[config.mk]
export PLATFORM = sky130hd
export DESIGN_NAME = kbt_keyboard_timer
export DESIGN_NICKNAME = d
export VERILOG_FILES = /design/src/verilog/kbt_pkg.sv /design/src/verilog/kbt_keyboard_timer.sv
export SDC_FILE = /design/constraint.sdc
export NUM_CORES = 1
export LEC_CHECK = 0
export ABC_CLOCK_PERIOD_IN_PS = 2800
export BUFFER_PORTS_ARGS = -buffer_cell sky130_fd_sc_hd__buf_2
export CAP_MARGIN = 20
export CORE_AREA = 2 2 132 134
export CTS_CLUSTER_DIAMETER = 150
export DETAILED_ROUTE_END_ITERATION = 16
export DIE_AREA = 0 0 134 136
export PLACE_DENSITY = 0.83
export SLEW_MARGIN = 20
export SYNTH_ARGS = -nofsm -noshare
export SYNTH_HDL_FRONTEND = slang
export SYNTH_SLANG_ARGS = --single-unit
[constraint.sdc]
create_clock -name clk -period 2.8 [get_ports clk]
set_input_delay 0.84 -clock clk [delete_from_list [all_inputs] [get_ports clk]]
set_output_delay 0.84 -clock clk [all_outputs]
set_load 0.05 [all_outputs]
[src/verilog/kbt_pkg.sv]
package kbt_pkg;
  // I/O port numbers and device address
  localparam logic [7:0] PORT_IN_STATUS  = 8'h00;
  localparam logic [7:0] PORT_IN_DATA    = 8'h01;
  localparam logic [7:0] PORT_OUT_SELECT = 8'h01;
  localparam logic [7:0] PORT_OUT_CLEAR  = 8'h03;
  localparam logic [7:0] PORT_OUT_FLAG   = 8'h04;
  localparam logic [7:0] PORT_OUT_CMD1   = 8'h05;
  localparam logic [7:0] PORT_OUT_CMD2   = 8'h06;
  localparam logic [7:0] PORT_OUT_TONE   = 8'h0D;
  localparam logic [7:0] PORT_OUT_CLICK  = 8'h0E;
  localparam logic [7:0] DEVICE_ADDR     = 8'hE1;
  // Status field positions, lamp count, reset code and program load key
  localparam int STAT_AVAIL_BIT   = 7;
  localparam int STAT_TIMEOUT_BIT = 6;
  localparam int LAMP_COUNT       = 4;
  localparam logic [7:0] CODE_RESET = 8'h00;
  localparam logic [7:0] PROGRAM_LOAD_KEY_KEY_U = 8'hEF;
  localparam logic [15:0] PROGRAM_LOAD_KEY_VECTOR = 16'h8000;
  // Timing
  localparam longint CLK_HZ         = 125000000;
  localparam longint TIMER_MS       = 1000;
  localparam longint TONE_MS        = 1000;
  localparam longint CLICK_US       = 2000;
  localparam longint REPEAT_DELAY_MS = 1000;
  localparam longint REPEAT_PER_S   = 15;
  localparam longint TIMER_CYCLES   = CLK_HZ / 1000 * TIMER_MS;
  localparam longint TONE_CYCLES    = CLK_HZ / 1000 * TONE_MS;
  localparam longint CLICK_CYCLES   = CLK_HZ / 1000000 * CLICK_US;
  localparam longint REPEAT_DELAY_CYCLES = CLK_HZ / 1000 * REPEAT_DELAY_MS;
  localparam longint REPEAT_CYCLES  = CLK_HZ / REPEAT_PER_S;

  typedef struct packed {
    logic       strobe;
    logic       is_out;
    logic [7:0] port;
    logic [7:0] data;
  } kbt_io_t;

  typedef struct packed {
    logic       pressed;
    logic       shift;
    logic       ctrl;
    logic [7:0] code_u;
    logic [7:0] code_s;
    logic [7:0] code_c;
    logic [7:0] code_sc;
  } kbt_key_t;
endpackage

[src/verilog/kbt_keyboard_timer.sv]
`timescale 1ns/1ps
module kbt_keyboard_timer #(
  parameter longint TIMER_CYCLES        = kbt_pkg::TIMER_CYCLES,
  parameter longint TONE_CYCLES         = kbt_pkg::TONE_CYCLES,
  parameter longint CLICK_CYCLES        = kbt_pkg::CLICK_CYCLES,
  parameter longint REPEAT_DELAY_CYCLES = kbt_pkg::REPEAT_DELAY_CYCLES,
  parameter longint REPEAT_CYCLES       = kbt_pkg::REPEAT_CYCLES
) (
  input  logic             clk,
  input  logic             rst_b,
  input  kbt_pkg::kbt_io_t io,
  input  kbt_pkg::kbt_key_t key,
  output logic [7:0]       rd_data,
  output logic [3:0]       lamp,
  output logic             tone,
  output logic             click,
  output logic             irq0,
  output logic             program_load_key_load,
  output logic [15:0]      program_load_key_addr
);
  localparam int CW = 28;

  logic [7:0]  sel_reg;
  logic        avail_reg;
  logic        timeout_reg;
  logic        run_reg;
  logic [CW-1:0] tmr_reg;
  logic [CW-1:0] tone_reg;
  logic [CW-1:0] click_reg;
  logic [CW-1:0] rep_reg;
  logic        rep_first_reg;
  logic [7:0]  code_reg;
  logic [3:0]  lamp_reg;
  logic [7:0]  rd_reg;
  logic        program_load_key_reg;
  logic [2:0]  kp_sync_reg;
  logic [1:0]  ks_sync_reg;
  logic [1:0]  kc_sync_reg;
  logic [7:0]  kcode;
  logic        selected;
  logic        wr;
  logic        rd;
  logic        is_program_load_key;
  logic        key_event;
  logic        expire;
  logic        op_sel;
  logic        op_status;
  logic        op_data;
  logic        op_clear;
  logic        op_flag;
  logic        op_cmd1;
  logic        op_cmd2;
  logic        op_tone;
  logic        op_click;
  logic [3:0][7:0] key_codes;
  logic [3:0][7:0] code_meta_reg;
  logic [3:0][7:0] code_sync_reg;
  genvar       gi;

  assign wr = io.strobe & io.is_out;
  assign rd = io.strobe & ~io.is_out;
  assign selected = (sel_reg == kbt_pkg::DEVICE_ADDR);

  // port decode; device ports need the selection
  assign op_status = rd && selected && io.port == kbt_pkg::PORT_IN_STATUS;
  assign op_data   = rd && selected && io.port == kbt_pkg::PORT_IN_DATA;
  assign op_clear  = wr && selected && io.port == kbt_pkg::PORT_OUT_CLEAR;
  assign op_flag   = wr && selected && io.port == kbt_pkg::PORT_OUT_FLAG;
  assign op_cmd1   = wr && selected && io.port == kbt_pkg::PORT_OUT_CMD1;
  assign op_cmd2   = wr && selected && io.port == kbt_pkg::PORT_OUT_CMD2;

  assign op_sel    = wr && io.port == kbt_pkg::PORT_OUT_SELECT;
  assign op_tone   = wr && io.port == kbt_pkg::PORT_OUT_TONE;
  assign op_click  = wr && io.port == kbt_pkg::PORT_OUT_CLICK;

  always_ff @(posedge clk)
    if (!rst_b)
      sel_reg <= 8'h00;
    // Any other address deselects the keyboard
    else if (op_sel)
      sel_reg <= io.data;

  // Key pins are asynchronous: two flops before use
  always_ff @(posedge clk)
    if (!rst_b)
    begin
      kp_sync_reg <= 3'h0;
      ks_sync_reg <= 2'h0;
      kc_sync_reg <= 2'h0;
    end
    else
    begin
      kp_sync_reg <= {kp_sync_reg[1:0], key.pressed};
      ks_sync_reg <= {ks_sync_reg[0], key.shift};
      kc_sync_reg <= {kc_sync_reg[0], key.ctrl};
    end

  // Code pins are asynchronous as well; they settle before the press edge is seen
  assign key_codes = {key.code_u, key.code_s, key.code_c, key.code_sc};
  generate
    for (gi = 0; gi < 4; gi++)
    begin : g_code_sync
      always_ff @(posedge clk)
        if (!rst_b)
        begin
          code_meta_reg[gi] <= 8'h00;
          code_sync_reg[gi] <= 8'h00;
        end
        else
        begin
          code_meta_reg[gi] <= key_codes[gi];
          code_sync_reg[gi] <= code_meta_reg[gi];
        end
    end
  endgenerate

  always_comb
    case ({ks_sync_reg[1], kc_sync_reg[1]})
      2'b00:   kcode = code_sync_reg[3];
      2'b10:   kcode = code_sync_reg[2];
      2'b01:   kcode = code_sync_reg[1];
      default: kcode = code_sync_reg[0];
    endcase

  assign is_program_load_key = (code_sync_reg[3] == kbt_pkg::PROGRAM_LOAD_KEY_KEY_U) & ks_sync_reg[1] & kc_sync_reg[1];

  always_ff @(posedge clk)
    if (!rst_b)
    begin
      rep_reg <= '0;
      rep_first_reg <= 1'b0;
    end
    else if (!kp_sync_reg[1])
    begin
      rep_reg <= '0;
      rep_first_reg <= 1'b0;
    end
    else if (!kp_sync_reg[2])
    begin
      rep_reg <= CW'(REPEAT_DELAY_CYCLES - 1);
      rep_first_reg <= 1'b1;
    end
    // Every later expiry reloads the shorter repeat period
    else if (rep_reg == '0)
    begin
      rep_reg <= CW'(REPEAT_CYCLES - 1);
      rep_first_reg <= 1'b0;
    end
    else
      rep_reg <= rep_reg - 1'b1;

  // Press edge or repeat expiry; repeat keys are codes too, never program load
  assign key_event = kp_sync_reg[1] & (~kp_sync_reg[2] | (rep_reg == '0)) & ~is_program_load_key;

  // Registered so the load request is a single-cycle pulse
  always_ff @(posedge clk)
    if (!rst_b)
      program_load_key_reg <= 1'b0;
    else
      program_load_key_reg <= kp_sync_reg[1] & ~kp_sync_reg[2] & is_program_load_key;

  // code latch and available flag; new key wins over read
  always_ff @(posedge clk)
    if (!rst_b)
    begin
      code_reg  <= kbt_pkg::CODE_RESET;
      avail_reg <= 1'b0;
    end
    else if (key_event)
    begin
      code_reg  <= kcode;
      avail_reg <= 1'b1;
    end
    // Clear loses to a key arriving in the same cycle
    else if (op_clear)
    begin
      code_reg  <= kbt_pkg::CODE_RESET;
      avail_reg <= 1'b0;
    end
    else if (op_data)
      avail_reg <= 1'b0;

  assign expire = run_reg & (tmr_reg == '0);
  always_ff @(posedge clk)
    if (!rst_b)
    begin
      run_reg <= 1'b0;
      tmr_reg <= '0;
    end
    // Restart: a fresh full interval, never the remainder
    else if (op_cmd1)
    begin
      run_reg <= 1'b1;
      tmr_reg <= CW'(TIMER_CYCLES - 1);
    end
    // Cancel and clear leave the timer idle at zero
    else if (op_cmd2 || op_clear)
    begin
      run_reg <= 1'b0;
      tmr_reg <= '0;
    end
    else if (expire)
      run_reg <= 1'b0;
    else if (run_reg)
      tmr_reg <= tmr_reg - 1'b1;

  // timeout flag; expiry wins over a clear in the same cycle
  always_ff @(posedge clk)
    if (!rst_b)
      timeout_reg <= 1'b0;
    else if (expire)
      timeout_reg <= 1'b1;
    // Either timer command drops a pending timeout
    else if (op_cmd1 || op_cmd2 || op_clear)
      timeout_reg <= 1'b0;

  // lamps, one flop per function key; bits 7..4 never reach them
  generate
    for (gi = 0; gi < kbt_pkg::LAMP_COUNT; gi++)
    begin : g_lamp
      always_ff @(posedge clk)
        if (!rst_b)
          lamp_reg[gi] <= 1'b0;
        else if (op_flag)
          lamp_reg[gi] <= io.data[gi];
    end
  endgenerate

  always_ff @(posedge clk)
    if (!rst_b)
      tone_reg <= '0;
    // A repeated tone command restarts the full second
    else if (op_tone)
      tone_reg <= CW'(TONE_CYCLES);
    else if (tone_reg != '0)
      tone_reg <= tone_reg - 1'b1;

  always_ff @(posedge clk)
    if (!rst_b)
      click_reg <= '0;
    // Click length is a free choice, kept short
    else if (op_click)
      click_reg <= CW'(CLICK_CYCLES);
    else if (click_reg != '0)
      click_reg <= click_reg - 1'b1;

  // read mux; unselected or unknown reads give zero
  // Reads return flags as they stood before this cycle's updates
  always_ff @(posedge clk)
    if (!rst_b)
      rd_reg <= 8'h00;
    else if (op_status)
    begin
      rd_reg <= 8'h00;
      rd_reg[kbt_pkg::STAT_AVAIL_BIT]   <= avail_reg;
      rd_reg[kbt_pkg::STAT_TIMEOUT_BIT] <= timeout_reg;
    end
    else if (op_data)
      rd_reg <= code_reg;
    else if (rd)
      rd_reg <= 8'h00;

  assign irq0      = avail_reg | timeout_reg;
  assign rd_data   = rd_reg;
  assign lamp      = lamp_reg;
  assign tone      = (tone_reg != '0);
  assign click     = (click_reg != '0);
  assign program_load_key_load = program_load_key_reg;
  assign program_load_key_addr = kbt_pkg::PROGRAM_LOAD_KEY_VECTOR;
endmodule

==> Word-level counts from Yosys, hierarchy flattened <==
Index checks and enable logic that the tools add are counted.
{ "classes": {"addsub": 4, "n_lt_le_gt_ge": 0, "div_mod_pow": 0, "muxes": 24, "n_mul": 0, "n_reduce_logical": 38, "n_eq_ne": 12, "bitwise": 17, "n_shift": 0} }
{ "op_table": {"columns": ["cell", "count"], "rows": [
  ["two-way mux 27 bit", 8],
  ["subtractor 28 x 1 -> 28 bit, second input constant", 4],
  ["logical NOT 28 bit", 2],
  ["nonzero test 28 bit", 2],
  ["two-way mux 8 bit", 5],
  ["two-way mux 18 bit", 2],
  ["== test 8 x 3 -> 1 bit, second input constant", 3],
  ["case mux 8 bit (3 select lines)", 1],
  ["== test 8 x 4 -> 1 bit, second input constant", 2],
  ["== test 8 bit, second input constant", 2],
  ["nonzero test 3 bit", 4],
  ["logical AND 1 bit", 11],
  ["nonzero test 2 bit", 5],
  ["bitwise AND 1 bit", 9],
  ["== test 8 x 1 -> 1 bit, second input constant", 1],
  ["== test 8 x 2 -> 1 bit, second input constant", 1],
  ["logical NOT 8 bit", 1],
  ["two-way mux 1 bit", 8],
  ["inverter 1 bit", 6],
  ["AND reduction 2 bit", 3],
  ["OR reduction 2 bit", 3],
  ["OR reduction 4 bit", 1],
  ["logical OR 1 bit", 3],
  ["inequality test 3 x 1 -> 1 bit, second input constant", 1],
  ["other kinds (6)", 7]
]} }
{ "word_totals": {"mem_bits_rw": 0, "latch_bits": 0, "romBits": 0, "elab_cells": 127, "memories": 0, "reg_bits": 215, "in_bits": 55, "output_inout_bits": 32} }

==> Depth between registers and ports, before layout <==
Gate-level depths: netlist of run 1.
{ "logic_depth": {"word_depth": 7, "mapped_depth": 10, "mapped_depth_nobuf": 8} }

==> Worst setup path before layout of run 1 <==
No wires, ideal clock.
{ "synth_timing": {"kind": "reg-to-output", "from": "register click_reg[12]", "to": "output click", "required_ps": 1960, "path_stages_with_launch": 5, "slack_ps": 14, "n_path_buf": 1, "arrival_ps": 1946, "cell_sequence": "dfxtp_1 or4_1 clkbuf_1 nor3_1 nand4_1"} }
{ "synth_via": {"elab_chain_len": 1} }
{ "synth_lines": {"columns": ["element", "line", "source"], "rows": [
  ["start, declared", "kbt_keyboard_timer.sv:29", "logic [CW-1:0] click_reg;"],
  ["start signal, assigned", "kbt_keyboard_timer.sv:243", "click_reg <= CW'(CLICK_CYCLES);"],
  ["start signal, assigned", "kbt_keyboard_timer.sv:245", "click_reg <= click_reg - 1'b1;"],
  ["nonzero test 28 bit", "kbt_keyboard_timer.sv:267", "assign click = (click_reg != '0);"],
  ["end, declared", "kbt_keyboard_timer.sv:16", "output logic click,"]
]} }
No other way between the ends.

==> Worst setup path in the final report of run 1 <==
{ "layout_timing": {"from": "register tone_reg[14]", "to": "output tone"} }
{ "layout_via": {"elab_chain_len": 1} }
{ "layout_lines": {"columns": ["element", "line", "source"], "rows": [
  ["start, declared", "kbt_keyboard_timer.sv:28", "logic [CW-1:0] tone_reg;"],
  ["start signal, assigned", "kbt_keyboard_timer.sv:234", "tone_reg <= CW'(TONE_CYCLES);"],
  ["start signal, assigned", "kbt_keyboard_timer.sv:236", "tone_reg <= tone_reg - 1'b1;"],
  ["nonzero test 28 bit", "kbt_keyboard_timer.sv:266", "assign tone = (tone_reg != '0);"],
  ["end, declared", "kbt_keyboard_timer.sv:15", "output logic tone,"]
]} }
No other way between the ends.

==> run summary, run 1 <==
status: complete, but fails checks
failing checks: setup timing
kind of critical path: reg -> out
CP Buf/Inv Count: 1
hold endpoint: ks_sync_reg[1]$_SDFF_PN0_
fmax: 337 MHz
antenna viol nets, final: 0
Final Max Slew Viols: 0
startpoint types: flip-flop
1st-iter DRT viols: 413
Metal-1 WL: 7760 um
overall power: 10.7 mW
gr ovfl total: 0
Vias/cell: 5.31
Post-Syn Area: 8780 um2
clock skew: 0.00779 ns
CTS Buf Count: 22
Max-slew headroom: 60.6%
Final Critical Period: 2.96 ns
Worst R2R Path Depth: 14
Yosys reg bits: 215
CP Capture Type: output port
Post-synth EDFFs: 0
xor/xnor share of the synthesized area: 9.67%
met2 wire length: 8690 um
PortBufs: 70
Core Area: 16900 um2
Total Nets Final: 1100
Max Cap Viol: 0
CTS tree: built
final hold viol count: 0
global-route wire length before repair: 29400 um
overall global routing resource usage: 19.2%
Worst Max-Slew Pin Slew: 0.591 ns
CP peak stage delay: 0.45 ns
Fillers: 1351
final wirelength: 17800 um
worst hold path depth: 1
CTS Buffer Depth: 3
RR Startpoint: click_reg[12]$_SDFFE_PN0P_
Critical Path RT: 1.96 ns
Min-Delay Path Class: reg -> reg
pin count of the biggest net entering global routing: 81
Top FF cell, synth: dfxtp_1
initial antenna violation count: 0
Yosys warnings: 0
most frequent cells in the layout: dfxtp_1, nor2_1, and2_1
cell family with most CP delay: simple AND/OR/NAND/NOR gates
Area Overhead vs Synth: 19.0%
worst r2r dst: click_reg[7]$_SDFFE_PN0P_
Clock Sinks: 215
Setup TNS Final: -0.204 ns
vias in the first global route: 6484
I/O pin cnt: 87
RSZ-0062 raised after global routing: yes
largest family of logic cells by synthesized area: simple AND/OR/NAND/NOR gates
Synth area leader: dfxtp_1
Post-Synth Adder-Cell Area: 1.14%
Synth async-reset ratio: 0%
mean post-synth cell area: 9.34 um2
peak supply drop: 0.494 mV
simple-gate portion of the synthesized area: 25.4%
post-synthesis compound-gate area fraction: 6.85%
ranking of synthesized cells by area: dfxtp_1, xnor2_1, and2_1
Mapped Cells: 940
Pleak: 4.27 nW
Clk Latency, worst-skew pair: 0.50 ns
Final Cycle Share: 106%
DR vias: 6778
clk slew on worst S/H paths: 0.06 ns
die area: 18200 um2
Initial Utilization: 52.0%
proportion of netlist area held by the largest area contributor: 49.0%
critical path depth: 5
drt drc: 0
met3 wire length: 922 um
final worst setup slack: -0.165 ns
HP Start: ks_sync_reg[0]$_SDFF_PN0_
post-synthesis mux area share: 3.88%
worst path cell trace: or3_4 > or4_4 > nor4_4 > nand2_1 > buf_6
die span in x: 134 um
Inserted Diodes: 0
Routability Congestion: 0.865
root buf cell: clkbuf_16
layout cell share with drive strength beyond 1: 17.8%
Power Dens Cells: 1020 nW/um2
Rows: 48
post-synthesis sequential area ratio: 49.0%
most common cell after layout, fill and taps aside: dfxtp_1
Avg WL per Cell: 13.9 um
die height: 136 um
first-pass iteration count of the detailed router: 5
reg2reg setup slack: 0.12 ns
Final HPWL DP: 11900 um
H-tree lvl count: 1
final setup violation count: 2
critical path fanouts, max: 3
Hold WS: 0.426 ns
Synth cell types: 60
cell at the slowest stage of the critical path: or4_4
WP data arrival: 2.12 ns
top routing layer used: met4
-- routing by layer --
layer  track usage, %  up-vias
li1                 -     3403
met1             23.5     3161
met2             34.1      176
met3             3.39       38
met4             6.91        0
met5                0        -
-- synth_stat cells (14+ instances only) --
library cell / instances
o21ai_0: 19
clkbuf_1: 33
mux2i_1: 16
xor2_1: 44
nor4_1: 27
a21oi_1: 64
dfxtp_1: 215
nand4_1: 14
nor3_1: 36
nand3_1: 33
nor2_1: 99
xnor2_1: 53
buf_4: 17
nand2_1: 60
and2_1: 73
-- how the worst max path moves through the flow --
stage,slack (ns),startpoint,endpoint
2_1_floorplan,0.01,click_reg[12]$_SDFFE_PN0P_,click
3_3_place_gp,0.11,io[13],tmr_reg[21]$_SDFFE_PN0P_
4_1_cts,-0.13,tone_reg[14]$_SDFFE_PN0P_,tone
5_1_grt,-0.23,tone_reg[14]$_SDFFE_PN0P_,tone
3_5_place_dp,0.16,io[13],tmr_reg[21]$_SDFFE_PN0P_
6_report,-0.16,tone_reg[14]$_SDFFE_PN0P_,tone
-- per-stage QoR --
stage	setup slack [ns]	cells	cell area, um2	utilization [%]
2_1_floorplan	0.0140	954	8830	-
4_1_cts	-0.132	1275	10400	61.7
5_1_grt	-0.233	1276	10500	62.0
3_5_place_dp	0.164	1227	9450	56.0
6_report	-0.165	1276	10500	62.0
3_3_place_gp	0.107	1227	9450	56.0
-- repair_timing --
action,in CTS,in global routing
setup buffers,10,3
setup endpoints to repair,2,3
hold buffers,0,0
gates resized for setup,12,10
pin swaps,5,4
-- cell families (layout without fill, tap and decap cells) --
group | Yosys count | after routing
AND/OR/NAND/NOR | 418 | 418
flip-flops | 215 | 215
AO/OA/AOI/OAI | 107 | 107
XOR/XNOR | 97 | 97
buffers and inverters | 69 | 166
multiplexers | 24 | 24
adder cells (fa/ha/maj) | 8 | 8
other | 2 | 16
-- power by group --
part | switching (mW) | internal [mW]
combinational | 1.90 | 1.68
sequential | 0.356 | 3.47
clock | 1.16 | 2.12
total | 3.41 | 7.27
-- cell type report --
class / instances / area (um2) / share of cell area [%]
well taps: 225 / 282 / 2.69
clock inverters: 11 / 211 / 2.02
repair buffers: 114 / 726 / 6.94
clock buffers: 27 / 621 / 5.94
multi-input cells: 670 / 4250 / 40.7
inverters: 14 / 52.6 / 0.503
flip-flops and latches: 215 / 4310 / 41.2
(Power assumes the default switching activity.)
==> inputs of run 2 (changes only) <==
==> constraint.sdc (replaced) <==
create_clock -name clk -period 2.8 [get_ports clk]
set_input_delay 0.28 -clock clk [delete_from_list [all_inputs] [get_ports clk]]
set_output_delay 0.28 -clock clk [all_outputs]
set_load 0.05 [all_outputs]
==> run summary, run 2 (synthesis gave the netlist of run 1 again) <==
status: complete, no violations
die area: 18200 um2
gr ovfl total: 0
initial antenna violation count: 0
Max-slew headroom: 54.1%
peak supply drop: 0.555 mV
Clk Latency, worst-skew pair: 0.51 ns
Final Cycle Share: 97.0%
critical path fanouts, max: 5
Total Nets Final: 1107
most common cell after layout, fill and taps aside: dfxtp_1
final hold viol count: 0
Routability Congestion: 0.829
root buf cell: clkbuf_16
layout cell share with drive strength beyond 1: 13.9%
CP peak stage delay: 0.52 ns
Min-Delay Path Class: in -> reg
Area Overhead vs Synth: 18.5%
PortBufs: 70
Reg area: 4300 um2
Fillers: 1316
clock skew: 0.0150 ns
die span in x: 134 um
Worst Max-Slew Pin Slew: 0.683 ns
Setup TNS Final: 0 ns
final setup violation count: 0
Clock Sinks: 215
Initial Utilization: 52.0%
Final HPWL DP: 11800 um
pin count of the biggest net entering global routing: 87
I/O pin cnt: 87
startpoint types: flip-flop
kind of critical path: reg -> out
worst path cell trace: or3_1 > or4_1 > nor4_2 > nand2_1 > buf_2
Post-Place Setup Slack: 0.242 ns
Rows: 48
CP Buf/Inv Count: 1
first-pass iteration count of the detailed router: 5
Final Max Slew Viols: 0
DR vias: 6777
antenna viol nets, final: 0
CTS tree: built
clk slew on worst S/H paths: 0.06 ns
CTS Buffer Depth: 3
Inserted Diodes: 0
CP Capture Type: output port
Critical Path RT: 2.52 ns
1st-iter DRT viols: 365
Multi-input gate area: 4200 um2
cell family with most CP delay: simple AND/OR/NAND/NOR gates
final wirelength: 18400 um
RSZ-0062 raised after global routing: no
most frequent cells in the layout: dfxtp_1, nor2_1, and2_1
vias in the first global route: 6644
global-route wire length before repair: 30900 um
Pleak: 4.23 nW
cell at the slowest stage of the critical path: or4_1
H-tree lvl count: 1
fmax: 368 MHz
overall global routing resource usage: 20.4%
WP data arrival: 2.44 ns
final worst setup slack: 0.0835 ns
drt drc: 0
Final Critical Period: 2.72 ns
die height: 136 um
Power Dens Cells: 951 nW/um2
CTS Buf Count: 22
Max Cap Viol: 0
Core Area: 16900 um2
Avg WL per Cell: 14.3 um
Vias/cell: 5.28
-- run 2: cell count changes in the layout (fill, tap and decap cells not counted), moves of 3 or more --
cell	change
buf_4	-23
buf_6	-4
bufinv_16	-3
clkbuf_1	+3
dlygate4sd3_1	+34
or3_1	+3
or3_4	-3
-- run 2: routing by layer --
| layer | vias to the layer above | global-route usage, % | share of wire, % |
|---|---|---|---|
| met3 | 34 | 3.24 | 3.3 |
| met1 | 3210 | 24.8 | 45 |
| li1 | 3406 | - | - |
| met2 | 127 | 36.9 | 50 |
| met4 | 0 | 6.56 | 2.5 |
| met5 | - | 0 | 0 |
-- run 2: timing repair --
action / in CTS / in global routing
setup buffers: 0 / 0
setup endpoints to repair: 2 / 0
hold buffers: 34 / 0
endpoints found under the hold margin: 34 / 0
resized for setup: 2 / 0
-- run 2: final cells by class --
type                       count  share of cell area (%)
clock buffer                  31                    6.09
clock inverter                 7                    1.17
inverter                      14                   0.505
multi-input combinational    670                    40.3
sequential                   215                    41.3
tap                          225                    2.70
timing repair buffer         121                    7.86
-- run 2: worst paths after layout --
| check | from | end | slack [ns] | cells after the start |
|---|---|---|---|---|
| max | tone_reg[14]$_SDFFE_PN0P_ | tone | 0.08 | 5 |
| min | io[5] | sel_reg[5]$_SDFFE_PN0P_ | 0.02 | 3 |
| max reg2reg | rep_reg[11]$_SDFF_PN0_ | rep_reg[25]$_SDFF_PN0_ | 0.22 | 6 |
| min reg2reg | code_meta_reg[15]$_SDFF_PN0_ | code_sync_reg[15]$_SDFF_PN0_ | 0.43 | 1 |
-- run 2: worst register-to-register path, stage by stage (launching register included) --
cell and delay (ns):
dfxtp_1 0.34, or4_1 0.59, or4_1 0.49, nor4_2 0.59, nand3b_1 0.18, xor2_1 0.17
o21ai_0 0.09
-- run 2: metrics by stage --
step	std cells	power, mW	hold slack (ns)	util, %	instance area, um2
floorplan	954	6.17	0.407	-	8830
global placement	1211	6.69	0.419	55.1	9300
detailed placement	1211	6.78	0.418	55.1	9300
CTS	1283	9.91	0.00230	61.7	10400
global route	1283	10.5	0.0187	61.7	10400
finish	1283	9.90	0.0157	61.7	10400
-- run 2: power by group --
| group | internal [mW] | switching [mW] |
|---|---|---|
| sequential | 3.46 | 0.343 |
| combinational | 1.33 | 1.74 |
| clock | 1.85 | 1.17 |
| total | 6.65 | 3.25 |
==> inputs of run 3 (changes only) <==
- HOLD_SLACK_MARGIN: unset -> 0.15
==> run summary, run 3 (synthesis gave the netlist of run 1 again) <==
Final Critical Period: 2.72 ns
CP Capture Type: output port
most common cell after layout, fill and taps aside: dfxtp_1
Final Cycle Share: 97.2%
Psw: 3.25 mW
clock skew: 0.0148 ns
fmax: 368 MHz
final hold viol count: 0
Max-slew headroom: 52.2%
Placement Cell Area: 9300 um2
first-pass iteration count of the detailed router: 4
CTS tree: built
Final HPWL DP: 11800 um
I/O pin cnt: 87
Clock Sinks: 215
sequential share of power: 38.4%
DP Cell Count: 1211
Core Area: 16900 um2
Final Max Slew Viols: 0
startpoint types: flip-flop
most frequent cells in the layout: dfxtp_1, nor2_1, and2_1
combinational power share: 31.1%
Inserted Diodes: 0
drt drc: 0
Initial Utilization: 52.0%
gr ovfl total: 0
CTS Buf Count: 22
CTS Buffer Depth: 3
Worst Max-Slew Pin Slew: 0.710 ns
Routability Congestion: 0.829
Max Cap Viol: 0
Pleak: 4.27 nW
Rows: 48
Sw Ratio: 32.8%
Layout Cells excl Fill: 1292
die height: 136 um
Pint: 6.66 mW
antenna viol nets, final: 0
H-tree lvl count: 1
Vias/cell: 5.32
Setup TNS Final: 0 ns
PortBufs: 70
initial antenna violation count: 0
die area: 18200 um2
status: complete, no violations
clock share of power: 30.5%
Power Dens Cells: 943 nW/um2
overall power: 9.91 mW
Clk Latency, worst-skew pair: 0.51 ns
pin count of the biggest net entering global routing: 87
Critical Path RT: 2.52 ns
layout cell share with drive strength beyond 1: 13.8%
final setup violation count: 0
Area Overhead vs Synth: 19.6%
die span in x: 134 um
finished layout cell area: 10500 um2
final wirelength: 18800 um
reg2reg setup slack: 0.22 ns
Min-Delay Path Class: in -> reg
1st-iter DRT viols: 413
clk slew on worst S/H paths: 0.06 ns
kind of critical path: reg -> out
overall global routing resource usage: 20.8%
critical path fanouts, max: 5
root buf cell: clkbuf_16
peak supply drop: 0.555 mV
Total Nets Final: 1116
RSZ-0062 raised after global routing: no
DR vias: 6876
vias in the first global route: 6731
WP data arrival: 2.44 ns
global-route wire length before repair: 31300 um
Avg WL per Cell: 14.6 um
-- run 3: cell types whose count changed in the layout (fill, tap and decap cells not counted), sizes merged --
cell | previous run | this run
dlygate4sd3 | 34 | 43
-- run 3: what timing repair did --
action,CTS,global route
endpoints found under the setup margin,2,0
gates resized for setup,2,0
hold endpoints to repair,47,0
buffers inserted,0,0
hold buffers,43,0
-- run 3: cell type report --
type                            instances  area, um2
Timing Repair Buffer                  130        908
Fill cell                            1299       6380
Clock buffer                           31        634
Sequential cell                       215       4300
Clock inverter                          7        121
Inverter                               14       52.6
Multi-Input combinational cell        670       4200
Tap cell                              225        282
-- run 3: power groups by stage --
stage	Sequential, mW	Combinational, mW	Clock (mW)
after floorplan	3.78	2.39	0
after global placement	3.84	2.86	0
after detailed placement	3.86	2.92	0
after CTS	3.80	3.05	3.07
after global routing	3.86	3.44	3.18
final	3.81	3.08	3.02
-- run 3: stage by stage --
step / util, % / worst slack [ns] / hold slack, ns
6_report: 62.2 / 0.0798 / 0.172
3_3_place_gp: 55.1 / 0.290 / 0.419
2_1_floorplan: - / 0.258 / 0.407
4_1_cts: 62.2 / 0.0714 / 0.174
3_5_place_dp: 55.1 / 0.242 / 0.418
5_1_grt: 62.2 / 0.0101 / 0.190
-- run 3: path summary, 6_finish.rpt --
| check | from | end | cells after the start |
|---|---|---|---|
| setup reg to reg | rep_reg[11]$_SDFF_PN0_ | rep_reg[25]$_SDFF_PN0_ | 6 |
| setup / recovery | tone_reg[14]$_SDFFE_PN0P_ | tone | 5 |
| hold reg to reg | code_meta_reg[15]$_SDFF_PN0_ | code_sync_reg[15]$_SDFF_PN0_ | 1 |
| hold / removal | rst_b | kp_sync_reg[0]$_SDFF_PN0_ | 2 |
-- run 3: routing by layer --
metal / track usage [%] / vias to the layer above / share of wire, %
met1: 24.8 / 3251 / 43
met3: 3.50 / 39 / 4.0
met5: 0 / - / 0
met2: 37.9 / 164 / 50
met4: 6.97 / 0 / 2.7
li1: - / 3422 / -
-- run 3: critical path: stages (launching register included) --
cell	delay [ns]
dfxtp_1	0.33
or3_1	0.42
or4_1	0.52
nor4_2	0.34
nand2_1	0.10
buf_2	0.22
